**config.mk**
```make
export PLATFORM = sky130hd
export DESIGN_NAME = pfbo_host
export DESIGN_NICKNAME = d
export VERILOG_FILES = /design/src/pfbo_pkg.sv /design/src/pfbo_host.sv
export SDC_FILE = /design/constraint.sdc
export NUM_CORES = 1
export LEC_CHECK = 0
export ABC_AREA = 1
export BUFFER_PORTS_ARGS = -buffer_cell sky130_fd_sc_hd__buf_4
export CAP_MARGIN = 20
export CORE_ASPECT_RATIO = 0.75
export CORE_UTILIZATION = 56
export DETAILED_ROUTE_END_ITERATION = 16
export PLACE_DENSITY = 0.95
export SETUP_SLACK_MARGIN = 0.4
export SLEW_MARGIN = 40
export SYNTH_ARGS = -nofsm -noshare
export SYNTH_HDL_FRONTEND = slang
export SYNTH_SLANG_ARGS = --single-unit
export TNS_END_PERCENT = 30
```
**constraint.sdc**
```tcl
create_clock -name clock -period 3.2 [get_ports clock]
set_clock_uncertainty 0.1 [all_clocks]
set_input_delay 0.8 -clock clock [delete_from_list [all_inputs] [get_ports clock]]
set_output_delay 0.8 -clock clock [all_outputs]
set_load 0.01 [all_outputs]
```
**src/pfbo_pkg.sv**
```systemverilog
package pfbo_pkg;
   // ----------------------------------------------------------------
   // Register map of the controller (word aligned byte offsets)
   // ----------------------------------------------------------------
   localparam logic [7:0] PFBO_REG_CTRL   = 8'h00;
   localparam logic [7:0] PFBO_REG_ADDR   = 8'h04;
   localparam logic [7:0] PFBO_REG_WDATA  = 8'h08;
   localparam logic [7:0] PFBO_REG_RDATA  = 8'h0c;
   localparam logic [7:0] PFBO_REG_STATUS = 8'h10;
   localparam logic [7:0] PFBO_REG_CMD    = 8'h14;

   // CTRL field positions
   localparam int PFBO_CTRL_WORD   = 0;  // Word width when set
   localparam int PFBO_CTRL_RESET  = 1;  // Drive hardware reset low
   localparam int PFBO_CTRL_ACCEL  = 2;  // Raise accelerate level
   localparam int PFBO_CTRL_WPHIGH = 3;  // Protect pin high when not accelerating
   localparam int PFBO_CTRL_IDLVL  = 4;  // Reset pin at id level for protect writes
   localparam logic [31:0] PFBO_CTRL_RESET_VAL = 32'h0000_0009;

   // CMD codes
   localparam logic [1:0] PFBO_CMD_READ  = 2'h1;
   localparam logic [1:0] PFBO_CMD_WRITE = 2'h2;

   // ----------------------------------------------------------------
   // Flash timing, ns and derived 50 MHz cycles
   // ----------------------------------------------------------------
   localparam int PFBO_CLK_NS   = 20;
   localparam int PFBO_TACC_NS  = 70;   // Access time, slow grade
   localparam int PFBO_TWP_NS   = 35;   // Write strobe low width
   localparam int PFBO_TSET_NS  = 20;   // Address setup and recovery
   localparam int PFBO_ACC_CYC  = (PFBO_TACC_NS + PFBO_CLK_NS - 1) / PFBO_CLK_NS;
   localparam int PFBO_WP_CYC   = (PFBO_TWP_NS + PFBO_CLK_NS - 1) / PFBO_CLK_NS;
   localparam int PFBO_SET_CYC  = (PFBO_TSET_NS + PFBO_CLK_NS - 1) / PFBO_CLK_NS;
   localparam logic [3:0] PFBO_ACC_CNT = 4'(PFBO_ACC_CYC);
   localparam logic [3:0] PFBO_WP_CNT  = 4'(PFBO_WP_CYC);
   localparam logic [3:0] PFBO_SET_CNT = 4'(PFBO_SET_CYC);

   // ----------------------------------------------------------------
   // Types
   // ----------------------------------------------------------------
   typedef enum logic [4:0] {
      PFBO_IDLE  = 5'b00001,
      PFBO_SETUP = 5'b00010,
      PFBO_RDACC = 5'b00100,
      PFBO_WRLOW = 5'b01000,
      PFBO_RECOV = 5'b10000
   } pfbo_state_t;

   typedef struct packed {
      logic chip_select_n;
      logic read_enable_n;
      logic write_strobe_n;
   } pfbo_ctl_t;
endpackage : pfbo_pkg

```
**src/pfbo_host.sv**
```systemverilog
// Overview of operation
// RULE1 - Reads drive chip select and read enable low, write strobe high.
// RULE2 - Flash starts in array read; no command is needed before reads.
// RULE3 - Writes drive write strobe and chip select low, read enable high.
// RULE4 - Each written command, address and data goes to the flash command latch.
// RULE5 - Width select high gives sixteen active data lines.
// RULE6 - Width select low uses low byte; top data line carries lsb address. Code enables that line only in write cycles; flash_dq_oe_n stays high on reads.
// RULE7 - Address A20:A0 in word mode, A20:A-1 in byte mode.
// RULE8 - Chip select and reset high put the flash in standby.
// RULE9 - After standby a full chip select access time precedes valid data.
// RULE10 - Program or erase continues when chip select is released.
// RULE11 - Stable address gives automatic sleep; data stays latched.
// RULE12 - In fast program mode one program takes two writes.
// RULE13 - Accelerate level enters fast program and unprotects sectors.
// RULE14 - Protect pin low keeps two outer boot sectors protected.
// RULE15 - Accelerate level only for accelerated programming; pin always driven.
// RULE16 - Autoselect sequence gives id codes with normal read timing.
// RULE17 - Reads allowed in one bank while another programs or erases.
// RULE18 - Each bank stays in array read until a write changes the latch.
// RULE19 - Erase of one sector, several sectors or the whole array.
// RULE20 - Sector protect write: id level reset, A6 low, A1 high, A0 low.
// RULE21 - Sector unprotect write: same levels with A6 high.
// RULE22 - Four banks selected by upper address bits.
// RULE23 - Never read enable and write strobe low together under chip select.
`timescale 1ns/1ns
`default_nettype none
module pfbo_host
   import pfbo_pkg::*;
(
   input  wire logic        clock,
   input  wire logic        arst_n,
   // AHB-Lite slave
   input  wire logic        hsel,
   input  wire logic [7:0]  haddr,
   input  wire logic [1:0]  htrans,
   input  wire logic        hwrite,
   input  wire logic [2:0]  hsize,
   input  wire logic        hready,
   input  wire logic [31:0] hwdata,
   output logic      [31:0] hrdata,
   output logic             hreadyout,
   output logic             hresp,
   // Flash pins
   output logic      [20:0] flash_addr,
   input  wire logic [15:0] flash_dq_in,
   output logic      [15:0] flash_dq_out,
   output logic             flash_dq_oe_n,
   output logic             chip_select_n,
   output logic             read_enable_n,
   output logic             write_strobe_n,
   output logic             hw_reset_n,
   output logic             reset_id_level,
   output logic             width_select_n,
   output logic             protect_accel_pin,
   output logic             protect_accel_high_voltage,
   input  wire logic        ready_busy_n
);
   // ----------------------------------------------------------------
   // Registers
   // ----------------------------------------------------------------
   logic [31:0] ctrl;
   logic [21:0] addr_reg;     // Bit 0 is lsb_byte_address in byte mode
   logic [15:0] wdata;
   logic [15:0] rdata;
   logic        busy;
   logic        done;
   pfbo_state_t state;
   logic [3:0]  cnt;
   logic        op_write;
   pfbo_ctl_t   ctl;

   // AHB address phase capture
   logic        dp_valid;
   logic        dp_write;
   logic [7:0]  dp_addr;
   logic        take;

   assign take = hsel && hready && htrans[1];

   // Decode a register offset to a one-hot index; used for read and write
   function automatic logic [5:0] reg_hit(input logic [7:0] a);
      logic [5:0] h;
      h = 6'h00;
      if (a == PFBO_REG_CTRL) begin
         h = 6'h01;
      end else if (a == PFBO_REG_ADDR) begin
         h = 6'h02;
      end else if (a == PFBO_REG_WDATA) begin
         h = 6'h04;
      end else if (a == PFBO_REG_RDATA) begin
         h = 6'h08;
      end else if (a == PFBO_REG_STATUS) begin
         h = 6'h10;
      end else if (a == PFBO_REG_CMD) begin
         h = 6'h20;
      end
      return h;
   endfunction : reg_hit

   // ----------------------------------------------------------------
   // Bus slave: zero wait states, always OKAY
   // ----------------------------------------------------------------
   assign hreadyout = 1'b1;
   assign hresp     = 1'b0;

   // Address phase register
   always_ff @(posedge clock or negedge arst_n) begin
      if (!arst_n) begin
         dp_valid <= 1'b0;
         dp_write <= 1'b0;
         dp_addr  <= 8'h00;
      end else if (hready) begin
         dp_valid <= take;
         dp_write <= hwrite;
         dp_addr  <= haddr;
      end
   end

   // Read mux; unmapped offsets read as zero
   always_comb begin
      logic [5:0] h;
      h = reg_hit(dp_addr);
      hrdata = 32'h0000_0000;
      if (h[0]) begin
         hrdata = ctrl;
      end else if (h[1]) begin
         hrdata = {10'h000, addr_reg};
      end else if (h[2]) begin
         hrdata = {16'h0000, wdata};
      end else if (h[3]) begin
         hrdata = {16'h0000, rdata};
      end else if (h[4]) begin
         // Busy pin stays visible after deselect; bus cycles may run meanwhile [RULE10] [RULE17]
         hrdata = {29'h0, ready_busy_n, done, busy};
      end
   end

   logic wr_ctrl;
   logic wr_addr;
   logic wr_wdata;
   logic wr_cmd;
   logic rd_rdata;
   always_comb begin
      logic [5:0] h;
      h = reg_hit(dp_addr);
      wr_ctrl  = dp_valid && dp_write && h[0];
      wr_addr  = dp_valid && dp_write && h[1] && !busy;
      wr_wdata = dp_valid && dp_write && h[2] && !busy;
      wr_cmd   = dp_valid && dp_write && h[5] && !busy;
      rd_rdata = dp_valid && !dp_write && h[3];
   end

   // Control register; accel and reset can change at any time
   always_ff @(posedge clock or negedge arst_n) begin
      if (!arst_n) begin
         ctrl <= PFBO_CTRL_RESET_VAL;
      end else if (wr_ctrl) begin
         ctrl <= {27'h0, hwdata[4:0]};
      end
   end

   // Address and write data; ignored while a cycle runs
   always_ff @(posedge clock or negedge arst_n) begin
      if (!arst_n) begin
         addr_reg <= 22'h000000;
         wdata    <= 16'h0000;
      end else begin
         if (wr_addr) begin
            addr_reg <= hwdata[21:0];
         end
         if (wr_wdata) begin
            wdata <= hwdata[15:0];
         end
      end
   end

   // ----------------------------------------------------------------
   // Flash bus cycle engine
   // ----------------------------------------------------------------
   always_ff @(posedge clock or negedge arst_n) begin
      if (!arst_n) begin
         state    <= PFBO_IDLE;
         cnt      <= 4'h0;
         op_write <= 1'b0;
         busy     <= 1'b0;
      end else begin
         case (state)
            PFBO_IDLE: begin
               // Reads need no preceding command: flash is in array read [RULE2] [RULE18]
               if (wr_cmd && (hwdata[1:0] == PFBO_CMD_READ ||
                              hwdata[1:0] == PFBO_CMD_WRITE)) begin
                  // Program, erase and id sequences are all series of write cycles [RULE19]
                  op_write <= (hwdata[1:0] == PFBO_CMD_WRITE);
                  busy     <= 1'b1;
                  cnt      <= PFBO_SET_CNT;
                  state    <= PFBO_SETUP;
               end
            end
            PFBO_SETUP: begin
               if (cnt > 4'h1) begin
                  cnt <= cnt - 4'h1;
               end else if (op_write) begin
                  cnt   <= PFBO_WP_CNT;
                  state <= PFBO_WRLOW;
               end else begin
                  // Full chip select access time, covers standby and id reads [RULE9] [RULE16]
                  cnt   <= PFBO_ACC_CNT;
                  state <= PFBO_RDACC;
               end
            end
            PFBO_RDACC: begin
               if (cnt > 4'h1) begin
                  cnt <= cnt - 4'h1;
               end else begin
                  cnt   <= PFBO_SET_CNT;
                  state <= PFBO_RECOV;
               end
            end
            PFBO_WRLOW: begin
               if (cnt > 4'h1) begin
                  cnt <= cnt - 4'h1;
               end else begin
                  cnt   <= PFBO_SET_CNT;
                  state <= PFBO_RECOV;
               end
            end
            PFBO_RECOV: begin
               if (cnt > 4'h1) begin
                  cnt <= cnt - 4'h1;
               end else begin
                  busy  <= 1'b0;
                  state <= PFBO_IDLE;
               end
            end
            default: begin
               busy  <= 1'b0;
               state <= PFBO_IDLE;
            end
         endcase
      end
   end

   // Read data sampled at the end of the access; sleep keeps it latched [RULE11]
   // The strobe pin lags the state by one flop, so the first recovery edge is the
   // last one with read enable low and the full access time behind it
   always_ff @(posedge clock or negedge arst_n) begin
      if (!arst_n) begin
         rdata <= 16'h0000;
      end else if (state == PFBO_RECOV && cnt == PFBO_SET_CNT && !op_write) begin
         // Byte mode drives only the low lane [RULE6]
         rdata <= ctrl[PFBO_CTRL_WORD] ? flash_dq_in : {8'h00, flash_dq_in[7:0]};
      end
   end

   // Done flag: set by cycle end wins over a clear by reading rdata
   always_ff @(posedge clock or negedge arst_n) begin
      if (!arst_n) begin
         done <= 1'b0;
      end else if (state == PFBO_RECOV && cnt == 4'h1) begin
         done <= 1'b1;
      end else if (rd_rdata || wr_cmd) begin
         done <= 1'b0;
      end
   end

   // Strobe decode; read enable and write strobe never low together [RULE23]
   always_comb begin
      ctl.chip_select_n  = 1'b1;   // Idle deselect gives standby [RULE8]
      ctl.read_enable_n  = 1'b1;
      ctl.write_strobe_n = 1'b1;
      if (state == PFBO_RDACC) begin
         ctl.chip_select_n = 1'b0; // [RULE1]
         ctl.read_enable_n = 1'b0; // [RULE1]
      end else if (state == PFBO_WRLOW) begin
         ctl.chip_select_n  = 1'b0; // [RULE3]
         ctl.write_strobe_n = 1'b0; // Command latched on rising edge [RULE3] [RULE4]
      end else if (state != PFBO_IDLE) begin
         ctl.chip_select_n = 1'b0;
      end
   end

   // Pin registers; data outputs come from flip-flops
   always_ff @(posedge clock or negedge arst_n) begin
      if (!arst_n) begin
         chip_select_n  <= 1'b1;
         read_enable_n  <= 1'b1;
         write_strobe_n <= 1'b1;
         flash_dq_oe_n  <= 1'b1;
         flash_dq_out   <= 16'h0000;
         flash_addr     <= 21'h000000;
      end else begin
         chip_select_n  <= ctl.chip_select_n;
         read_enable_n  <= ctl.read_enable_n;
         write_strobe_n <= ctl.write_strobe_n;
         flash_dq_oe_n  <= !(op_write && state != PFBO_IDLE);
         // Word mode A20:A0; byte mode A20:A-1 with A-1 on top bit of flash_dq_out, enabled only in write cycles [RULE5] [RULE7]
         if (ctrl[PFBO_CTRL_WORD]) begin
            flash_addr   <= addr_reg[20:0]; // Bank bits ride on the upper address [RULE22]
            flash_dq_out <= wdata;
         end else begin
            flash_addr   <= addr_reg[21:1];
            flash_dq_out <= {addr_reg[0], 7'h00, wdata[7:0]}; // [RULE6]
         end
      end
   end

   // Static control pins
   always_comb begin
      width_select_n = ctrl[PFBO_CTRL_WORD];
      hw_reset_n     = !ctrl[PFBO_CTRL_RESET];
      // Protect/unprotect writes raise reset to id level; address bits by software [RULE20] [RULE21]
      reset_id_level = ctrl[PFBO_CTRL_IDLVL] && !ctrl[PFBO_CTRL_RESET];
      // Pin always driven; high voltage only on request for fast programming [RULE13] [RULE15]
      protect_accel_high_voltage = ctrl[PFBO_CTRL_ACCEL]; // Two-write programs [RULE12]
      protect_accel_pin = ctrl[PFBO_CTRL_WPHIGH] || ctrl[PFBO_CTRL_ACCEL]; // [RULE14]
   end
endmodule : pfbo_host
`default_nettype wire

```
==> results.sh, run 1 <==
export IMPL_min_path_type="register to register"
export IMPL_die_area_um2=10200
export IMPL_io_buffers=120
export IMPL_avgSynthCellArea_um2=8.99
export IMPL_max_slew_margin_pct=52.0
export IMPL_yosysMostFrequentCell="nand2_1"
export IMPL_critPathKind="register to output port"
export IMPL_clock_path_buffers=2
export IMPL_hold_violations=0
export IMPL_yosys_cell_types_count=37
export IMPL_period_share_pct=88.7
export IMPL_dp_cells=839
export IMPL_largest_register_ffs=22
export IMPL_yosys_warnings=0
export IMPL_layout_cells_non_filler=883
export IMPL_rsz0062_at_grt="yes"
export IMPL_routed_wl_mm=15.9
export IMPL_end_kind="output port"
export IMPL_netlist_area_um2=5470
export IMPL_cts_htree_levels=4
export IMPL_crit_slowest_cell="dfrtp_1"
export IMPL_drt_first_pass_iters=5
export IMPL_gp_congestion=0.872
export IMPL_avgRoutedWirePerCell_um=18.0
export IMPL_vias_per_cell=5.56
export IMPL_first_global_vias=4776
export IMPL_finalSetupViolCount=0
export IMPL_max_cap_violations=0
export IMPL_final_nets=812
export IMPL_ir_worst_vdd_mv=0.446
export IMPL_dpl_hpwl_mm=9.29
export IMPL_outcome="complete, no violations"
export IMPL_utilization_pct=78.4
export IMPL_die_x_um=116
export IMPL_pre_cts_slack_ps=579
export IMPL_cts_tree="done"
export IMPL_synthFlopType="dfrtp_1"
export IMPL_antennaDiodeCount=0
export IMPL_min_period_ps=2840
export IMPL_required_ps=2300
export IMPL_grt_overflow_total=0
export IMPL_syn_to_final_growth_pct=32.8
export IMPL_ant_nets=0
export IMPL_root_buffer="clkbuf_16"
export IMPL_clk_latency_ps=420
export IMPL_yosysTopAreaCell="dfrtp_1"
export IMPL_path_max_fanout=9
export IMPL_synthTopCellsByCount="nand2_1 (145), dfrtp_1 (115), inv_1 (79)"
export IMPL_grtUsageTotal_pct=31.5
export IMPL_drcViolationCount=0
export IMPL_numCtsBuffers=17
export IMPL_ys_ff_latch=122
export IMPL_synth_edf_count=0
export IMPL_power_uw=4500
export IMPL_async_reset_ff_share_pct=100
export IMPL_netlist_area_leader_share_pct=52.6
export IMPL_final_setup_tns_ps=0
export IMPL_fin_ws_ps=361
export IMPL_synth_seq_area_share_pct=55.9
export IMPL_vias=4906
export IMPL_grt_first_pass_wirelength_mm=23.6
export IMPL_power_leakage_uw=0.00372
export IMPL_path_buf_inv=3
export IMPL_tightest_slew_ps=719
export IMPL_initial_core_util_pct=59.0
export IMPL_grt_antenna_before_repair=0
export IMPL_final_max_slew_viol_count=0
export IMPL_die_height_um=87.6
export IMPL_start_kind="register"
export IMPL_ios=147
export IMPL_fmax_mhz=352
export IMPL_drtIter0Drc=487
export IMPL_num_rows=30
export IMPL_drive_gt1_share_pct=31.9
export IMPL_core_um2=9270
export IMPL_powerDensity_nw_per_um2=619
export IMPL_slowest_delay_ps=430
export IMPL_cp_arrival_ps=1940
export IMPL_path_clk_slew_ps=60
export IMPL_crit_family="buffers and inverters"
export IMPL_grt_max_degree=53
export IMPL_cts_sink_count=122
export IMPL_synth_cells=609
export IMPL_cp_cell_sequence="inv_2, nand2_4, nor3_4, nand2_4, buf_4, o221ai_1, buf_4"
export IMPL_synth_area_leaders="dfrtp_1 (53%), nand2_1 (9.9%), inv_1 (5.4%)"
-- worst reg2reg max path: cells and delay by family (launching register included) --
family	cells	cell delay (ps)
flops	1	420
simple gates	6	1110
buf+inv	2	420
-- area by class of cell --
type	instances	area, um^2
clock inverter	7	87.6
clock buffer	25	505
tap	128	160
fill	554	2000
sequential	122	3060
timing repair buffer	134	1060
multi-input combinational	382	2070
inverter	85	327
-- timing repair --
item,in CTS,in global routing
endpoints found under the hold margin,0,0
gates cloned,1,1
buffers inserted,8,2
setup endpoints to repair,22,16
gates resized for setup,22,26
pin swaps,6,11
hold buffers,0,0
-- metrics by stage --
stage               area (um^2)  hold WS (ps)
floorplan                  5510           254
global placement           6400           258
detailed placement         6400           271
CTS                        7160           283
global route               7270           294
finish                     7270           283
-- placed cells by master (no fill, tap or decap), types with 2 or more instances in the layout --
cell type  synthesis  final
o21ai_0           49     47
o21ai_2            0      3
nand2_8            0      2
nand3_2            2      2
inv_2              6      9
a21oi_2            2      3
nand2_2            5      9
nand2_1          145    138
a21oi_1           23     22
o221ai_2           0      3
clkbuf_1          10      3
dfstp_2            7      7
conb_1             2     12
o21ai_1           13     12
nor2_4             4      4
nand3_1           28     28
mux2_2             6      6
buf_12             0      2
nor2_1            48     46
or2_2              3      3
nand2_4            3      6
buf_6              4      7
clkbuf_16          0     17
nor2_2             5      7
nor3_4             1      4
o2111ai_2          0      2
inv_1             79     74
o221ai_1           8      5
ha_1               3      3
nand4_1            4      4
dfrtp_1          115    115
buf_4             17    124
bufinv_16          0      2
clkinv_2           0      4
nand3_4            2      2
o211ai_1           3      3
clkbuf_8           0      5
-- where the power goes --
part           total, uW  leakage [uW]  switching [uW]  internal, uW
logic                748       0.00213             436           313
clock network       1920      0.000293             677          1240
registers           1830       0.00129             106          1720
-- worst paths after layout --
check | start | end | slack [ps] | cells past startpoint
worst min-delay path | wdata[7]$_DFFE_PN0P_ | flash_dq_out[7]$_DFF_PN0_ | 280 | 0
worst max-delay path | dp_addr[0]$_DFFE_PN0P_ | hrdata[10] | 360 | 7
worst min register to register | wdata[7]$_DFFE_PN0P_ | flash_dq_out[7]$_DFF_PN0_ | 280 | 0
max in group asynchronous | arst_n | state[0]$_DFFE_PN1P_ | 1860 | 2
min in group asynchronous | arst_n | rdata[1]$_DFFE_PN0P_ | 310 | 1
worst max register to register | state[1]$_DFFE_PN0P_ | rdata[7]$_DFFE_PN0P_ | 1040 | 8
-- kinds of logic after synthesis --
| group | synth area share [%] |
|---|---|
| AND/OR/NAND/NOR | 21.6 |
| AO/OA/AOI/OAI | 10.4 |
| buffers and inverters | 9.76 |
| other | 0.137 |
| flip-flops | 55.9 |
| multiplexers | 1.51 |
| adder cells (fa/ha/maj) | 0.686 |
-- metal layers --
metal	track usage, %	up-vias	share of wire (%)
met1	38.3	2348	39
li1	-	2180	-
met2	51.5	316	49
met4	17.2	0	3.4
met3	8.93	62	8.8
met5	0	-	0
No activity file was read; power rests on OpenSTA's default activity.
==> inputs of run 2 (changes only) <==
CELL_PAD_IN_SITES_DETAIL_PLACEMENT = 0   (was default)
CELL_PAD_IN_SITES_GLOBAL_PLACEMENT = 1   (was default)
CORE_MARGIN = 2   (was default)
CORE_UTILIZATION = 42   (was 56)
==> results.sh, run 2 (synthesized netlist as in run 1, its figures left out) <==
export IMPL_tightest_slew_ps=705
export IMPL_hold_start="wdata[6]$_DFFE_PN0P_"
export IMPL_final_cell_mix="nand2_1 (141), buf_4 (134), dfrtp_1 (115), inv_1 (74)"
export IMPL_antennaDiodeCount=0
export IMPL_fmax_mhz=362
export IMPL_max_cap_violations=0
export IMPL_cp_arrival_ps=1870
export IMPL_required_ps=2300
export IMPL_reg2reg_from="dp_addr[3]$_DFFE_PN0P_"
export IMPL_grt_overflow_total=0
export IMPL_final_nets=815
export IMPL_cp_startpoint="dp_addr[1]$_DFFE_PN0P_"
export IMPL_fill_cells=1123
export IMPL_vias_per_cell=4.93
export IMPL_die_x_um=136
export IMPL_postCtsHoldBufs=0
export IMPL_slowest_delay_ps=400
export IMPL_final_max_slew_viol_count=0
export IMPL_powerDensity_nw_per_um2=631
export IMPL_layout_cells_most_common="nand2_1"
export IMPL_routed_wl_mm=14.3
export IMPL_end_kind="output port"
export IMPL_critPathKind="register to output port"
export IMPL_rsz0062_at_grt="yes"
export IMPL_first_global_vias=4464
export IMPL_die_area_um2=14000
export IMPL_num_rows=36
export IMPL_grt_antenna_before_repair=0
export IMPL_path_clk_slew_ps=60
export IMPL_r2r_end="wdata[3]$_DFFE_PN0P_"
export IMPL_min_period_ps=2770
export IMPL_worst_r2r_setup_slack_ps=1130
export IMPL_initial_core_util_pct=42.6
export IMPL_drive_gt1_share_pct=31.7
export IMPL_vias=4579
export IMPL_grtUsageTotal_pct=20.5
export IMPL_outcome="complete, no violations"
export IMPL_power_leakage_uw=0.00374
export IMPL_clk_latency_ps=420
export IMPL_numCtsBuffers=17
export IMPL_hold_violations=0
export IMPL_holdPathStages=0
export IMPL_cts_htree_levels=4
export IMPL_final_setup_tns_ps=0
export IMPL_root_buffer="clkbuf_16"
export IMPL_ir_worst_vdd_mv=0.430
export IMPL_ff_latch_area_um2=3060
export IMPL_dpl_hpwl_mm=9.72
export IMPL_crit_slowest_cell="dfrtp_1"
export IMPL_cp_cell_sequence="inv_2, nand2_4, nor3_4, nand2_4, buf_4, o221ai_1, buf_4"
export IMPL_syn_to_final_growth_pct=33.6
export IMPL_grt_max_degree=56
export IMPL_finalSetupViolCount=0
export IMPL_drtIter0Drc=344
export IMPL_r2r_worst_path_cells=6
export IMPL_die_height_um=103
export IMPL_cts_tree="done"
export IMPL_largest_register_ffs=22
export IMPL_core_um2=12800
export IMPL_max_slew_margin_pct=52.9
export IMPL_start_kind="register"
export IMPL_clock_path_buffers=2
export IMPL_drt_first_pass_iters=7
export IMPL_period_share_pct=86.4
export IMPL_multi_input_comb_area_um2=2010
export IMPL_io_buffers=120
export IMPL_grt_first_pass_wirelength_mm=22.0
export IMPL_avgRoutedWirePerCell_um=15.4
export IMPL_ant_nets=0
export IMPL_cts_sink_count=122
export IMPL_ios=147
export IMPL_power_uw=4620
export IMPL_path_max_fanout=7
export IMPL_hold_end="flash_dq_out[6]$_DFF_PN0_"
export IMPL_gp_congestion=0.833
export IMPL_drcViolationCount=0
export IMPL_min_path_type="register to register"
-- run 2: cell types whose count changed in the layout (fill, tap and decap cells not counted), sizes merged --
cell,delta
buf,+3
bufinv,+2
clkbuf,-3
clkinv,-2
clkinvlp,+3
-- run 2: area by class of cell --
class | count | share of cell area, %
Clock buffer | 22 | 6.62
Inverter | 85 | 4.47
Timing Repair Buffer | 137 | 14.3
Tap cell | 171 | 2.93
Clock inverter | 10 | 2.24
Multi-Input combinational cell | 382 | 27.5
Sequential cell | 122 | 41.9
-- run 2: worst max-delay path by stage --
stage	end	slack [ps]	depth (start not counted)
2_1_floorplan	hrdata[3]	1010	6
3_3_place_gp	hrdata[2]	590	8
3_5_place_dp	hrdata[6]	620	8
4_1_cts	hrdata[6]	350	9
5_1_grt	hrdata[8]	350	7
6_report	hrdata[9]	430	7
-- run 2: worst max-delay path, delay by kind of cell, from the launching register on --
family,cells,cell delay (ps)
flops,1,400
buf+inv,3,440
compound gates,1,180
simple gates,3,440
-- run 2: stage by stage --
stage          worst slack [ps]  hold slack, ps  utilization (%)  instances  cell area [um^2]
2_1_floorplan              1010             254                -        619              5510
3_3_place_gp                586             260             50.3        882              6450
3_5_place_dp                616             261             50.3        882              6450
4_1_cts                     351             273             55.9        920              7180
5_1_grt                     352             277             57.0        929              7310
6_report                    435             272             57.0        929              7310
-- run 2: what timing repair did --
item / 4_1_cts / 5_1_grt
pin swaps: 3 / 9
endpoints found under the setup margin: 22 / 16
gates cloned: 0 / 2
setup buffers: 6 / 7
resized for setup: 9 / 25
-- run 2: power by group --
part           switching (uW)  internal (uW)  total (uW)  leakage (uW)
clock                     696           1390        2080      0.000305
combinational             405            309         714       0.00214
sequential               99.0           1720        1820       0.00129
-- run 2: layer usage --
metal  wire, um  share of wire [%]  track usage (%)
met5          0                  0                0
met3        902                6.3             3.79
met1       6440                 45             28.4
met4        309                2.2             8.49
met2       6670                 47             32.2
==> inputs of run 3 (changes only) <==
GPL_TIMING_DRIVEN = 0   (was default)
==> results.sh, run 3 (synthesized netlist as in run 1, its figures left out) <==
export IMPL_combPwrFrac_pct=16.1
export IMPL_ios=147
export IMPL_numCtsBuffers=17
export IMPL_swShare_pct=26.4
export IMPL_cp_startpoint="dp_addr[6]$_DFFE_PN0P_"
export IMPL_final_area_um2=7630
export IMPL_grt_first_pass_wirelength_mm=24.4
export IMPL_path_max_fanout=7
export IMPL_vias_per_cell=4.98
export IMPL_dpl_hpwl_mm=10.7
export IMPL_rsz0062_at_grt="yes"
export IMPL_core_um2=12800
export IMPL_final_setup_tns_ps=0
export IMPL_drcViolationCount=0
export IMPL_power_switching_uw=1230
export IMPL_avgRoutedWirePerCell_um=16.6
export IMPL_die_height_um=103
export IMPL_path_clk_slew_ps=60
export IMPL_intPower_uw=3430
export IMPL_syn_to_final_growth_pct=39.4
export IMPL_antennaDiodeCount=0
export IMPL_critPathKind="register to output port"
export IMPL_io_buffers=119
export IMPL_fill_cells=1049
export IMPL_final_cell_mix="buf_4 (146), nand2_1 (142), dfrtp_1 (113), inv_1 (75), o21ai_0 (47)"
export IMPL_cts_sink_count=122
export IMPL_drtIter0Drc=376
export IMPL_p_clk_share_pct=44.8
export IMPL_reg2reg_from="cnt[0]$_DFFE_PN0P_"
export IMPL_place_area_um2=6650
export IMPL_clock_path_buffers=2
export IMPL_min_period_ps=2760
export IMPL_cts_htree_levels=4
export IMPL_num_rows=36
export IMPL_end_kind="output port"
export IMPL_gp_congestion=0.890
export IMPL_utilization_pct=59.4
export IMPL_postCtsHoldBufs=0
export IMPL_start_kind="register"
export IMPL_worst_r2r_setup_slack_ps=1280
export IMPL_grt_overflow_total=0
export IMPL_grt_antenna_before_repair=0
export IMPL_cts_tree="done"
export IMPL_routed_wl_mm=15.9
export IMPL_largest_register_ffs=22
export IMPL_tightest_slew_ps=619
export IMPL_holdWs_ps=176
export IMPL_fmax_mhz=362
export IMPL_root_buffer="clkbuf_16"
export IMPL_finalSetupViolCount=0
export IMPL_vias=4777
export IMPL_seq_power_share_pct=39.0
export IMPL_outcome="complete, no violations"
export IMPL_die_x_um=136
export IMPL_cp_arrival_ps=1860
export IMPL_min_path_type="input pin to asynchronous set/reset pin"
export IMPL_required_ps=2300
export IMPL_ant_nets=0
export IMPL_max_cap_violations=0
export IMPL_drt_first_pass_iters=7
export IMPL_initial_core_util_pct=42.6
export IMPL_grt_max_degree=79
export IMPL_power_leakage_uw=0.00390
export IMPL_clk_latency_ps=410
export IMPL_powerDensity_nw_per_um2=611
export IMPL_ir_worst_vdd_mv=0.451
export IMPL_drive_gt1_share_pct=33.6
export IMPL_die_area_um2=14000
export IMPL_max_slew_margin_pct=58.8
export IMPL_final_max_slew_viol_count=0
export IMPL_final_nets=846
export IMPL_first_global_vias=4632
export IMPL_layout_cells_most_common="buf_4"
export IMPL_grtUsageTotal_pct=23.1
export IMPL_hold_violations=0
export IMPL_period_share_pct=86.2
[run 3: path summary, 6_finish.rpt]
kind,cells past startpoint,end
worst max register to register,8,cnt[2]$_DFFE_PN0P_
min in group clock,0,flash_dq_out[4]$_DFF_PN0_
worst min register to register,0,flash_dq_out[4]$_DFF_PN0_
worst min-delay path,1,cnt[0]$_DFFE_PN0P_
max in group asynchronous,2,flash_dq_out[6]$_DFF_PN0_
worst max-delay path,9,hrdata[0]
[run 3: layout make-up]
class	count	area, um^2	share of cell area [%]
flip-flops and latches	122	3060	40.2
multi-input cells	380	2020	26.5
repair buffers	138	1110	14.5
clock buffers	22	484	6.35
inverters	85	329	4.31
plain buffers	32	243	3.18
well taps	171	214	2.80
clock inverters	10	164	2.15
[run 3: critical path, stage by stage (launching register included)]
cell	delay (ps)
dfrtp_1	370
inv_2	80
nand3_4	120
nor2_4	210
nand2_4	130
buf_4	180
nor2_1	80
nor2_1	60
nand3_1	80
buf_4	130
[run 3: power groups by stage]
stage	Clock (uW)	Sequential, uW	Combinational (uW)
final	2090	1820	753
after global routing	2190	1840	840
after CTS	2100	1810	731
after detailed placement	0	1840	717
after global placement	0	1830	697
after floorplan	0	1860	330
[run 3: routing by layer]
| metal | global-route usage [%] | vias up | part of all wire, % |
|---|---|---|---|
| li1 | - | 2242 | - |
| met1 | 32.2 | 2297 | 43 |
| met2 | 36.8 | 211 | 47 |
| met3 | 4.87 | 27 | 7.9 |
| met4 | 6.65 | 0 | 2.0 |
| met5 | 0 | - | 0 |
[run 3: stage by stage]
| step | total power (uW) | std cells | setup WS, ps |
|---|---|---|---|
| floorplan | 2190 | 619 | 1010 |
| global placement | 2530 | 909 | 643 |
| finish | 4660 | 960 | 441 |
| CTS | 4640 | 950 | 386 |
| global route | 4860 | 960 | 352 |
| detailed placement | 2550 | 910 | 606 |
[run 3: repair_timing]
action / 4_1_cts / 5_1_grt
resized for setup: 12 / 33
endpoints found under the setup margin: 16 / 16
buffers inserted: 8 / 8
endpoints found under the hold margin: 0 / 0
pin swaps: 3 / 9
cloned: 0 / 2
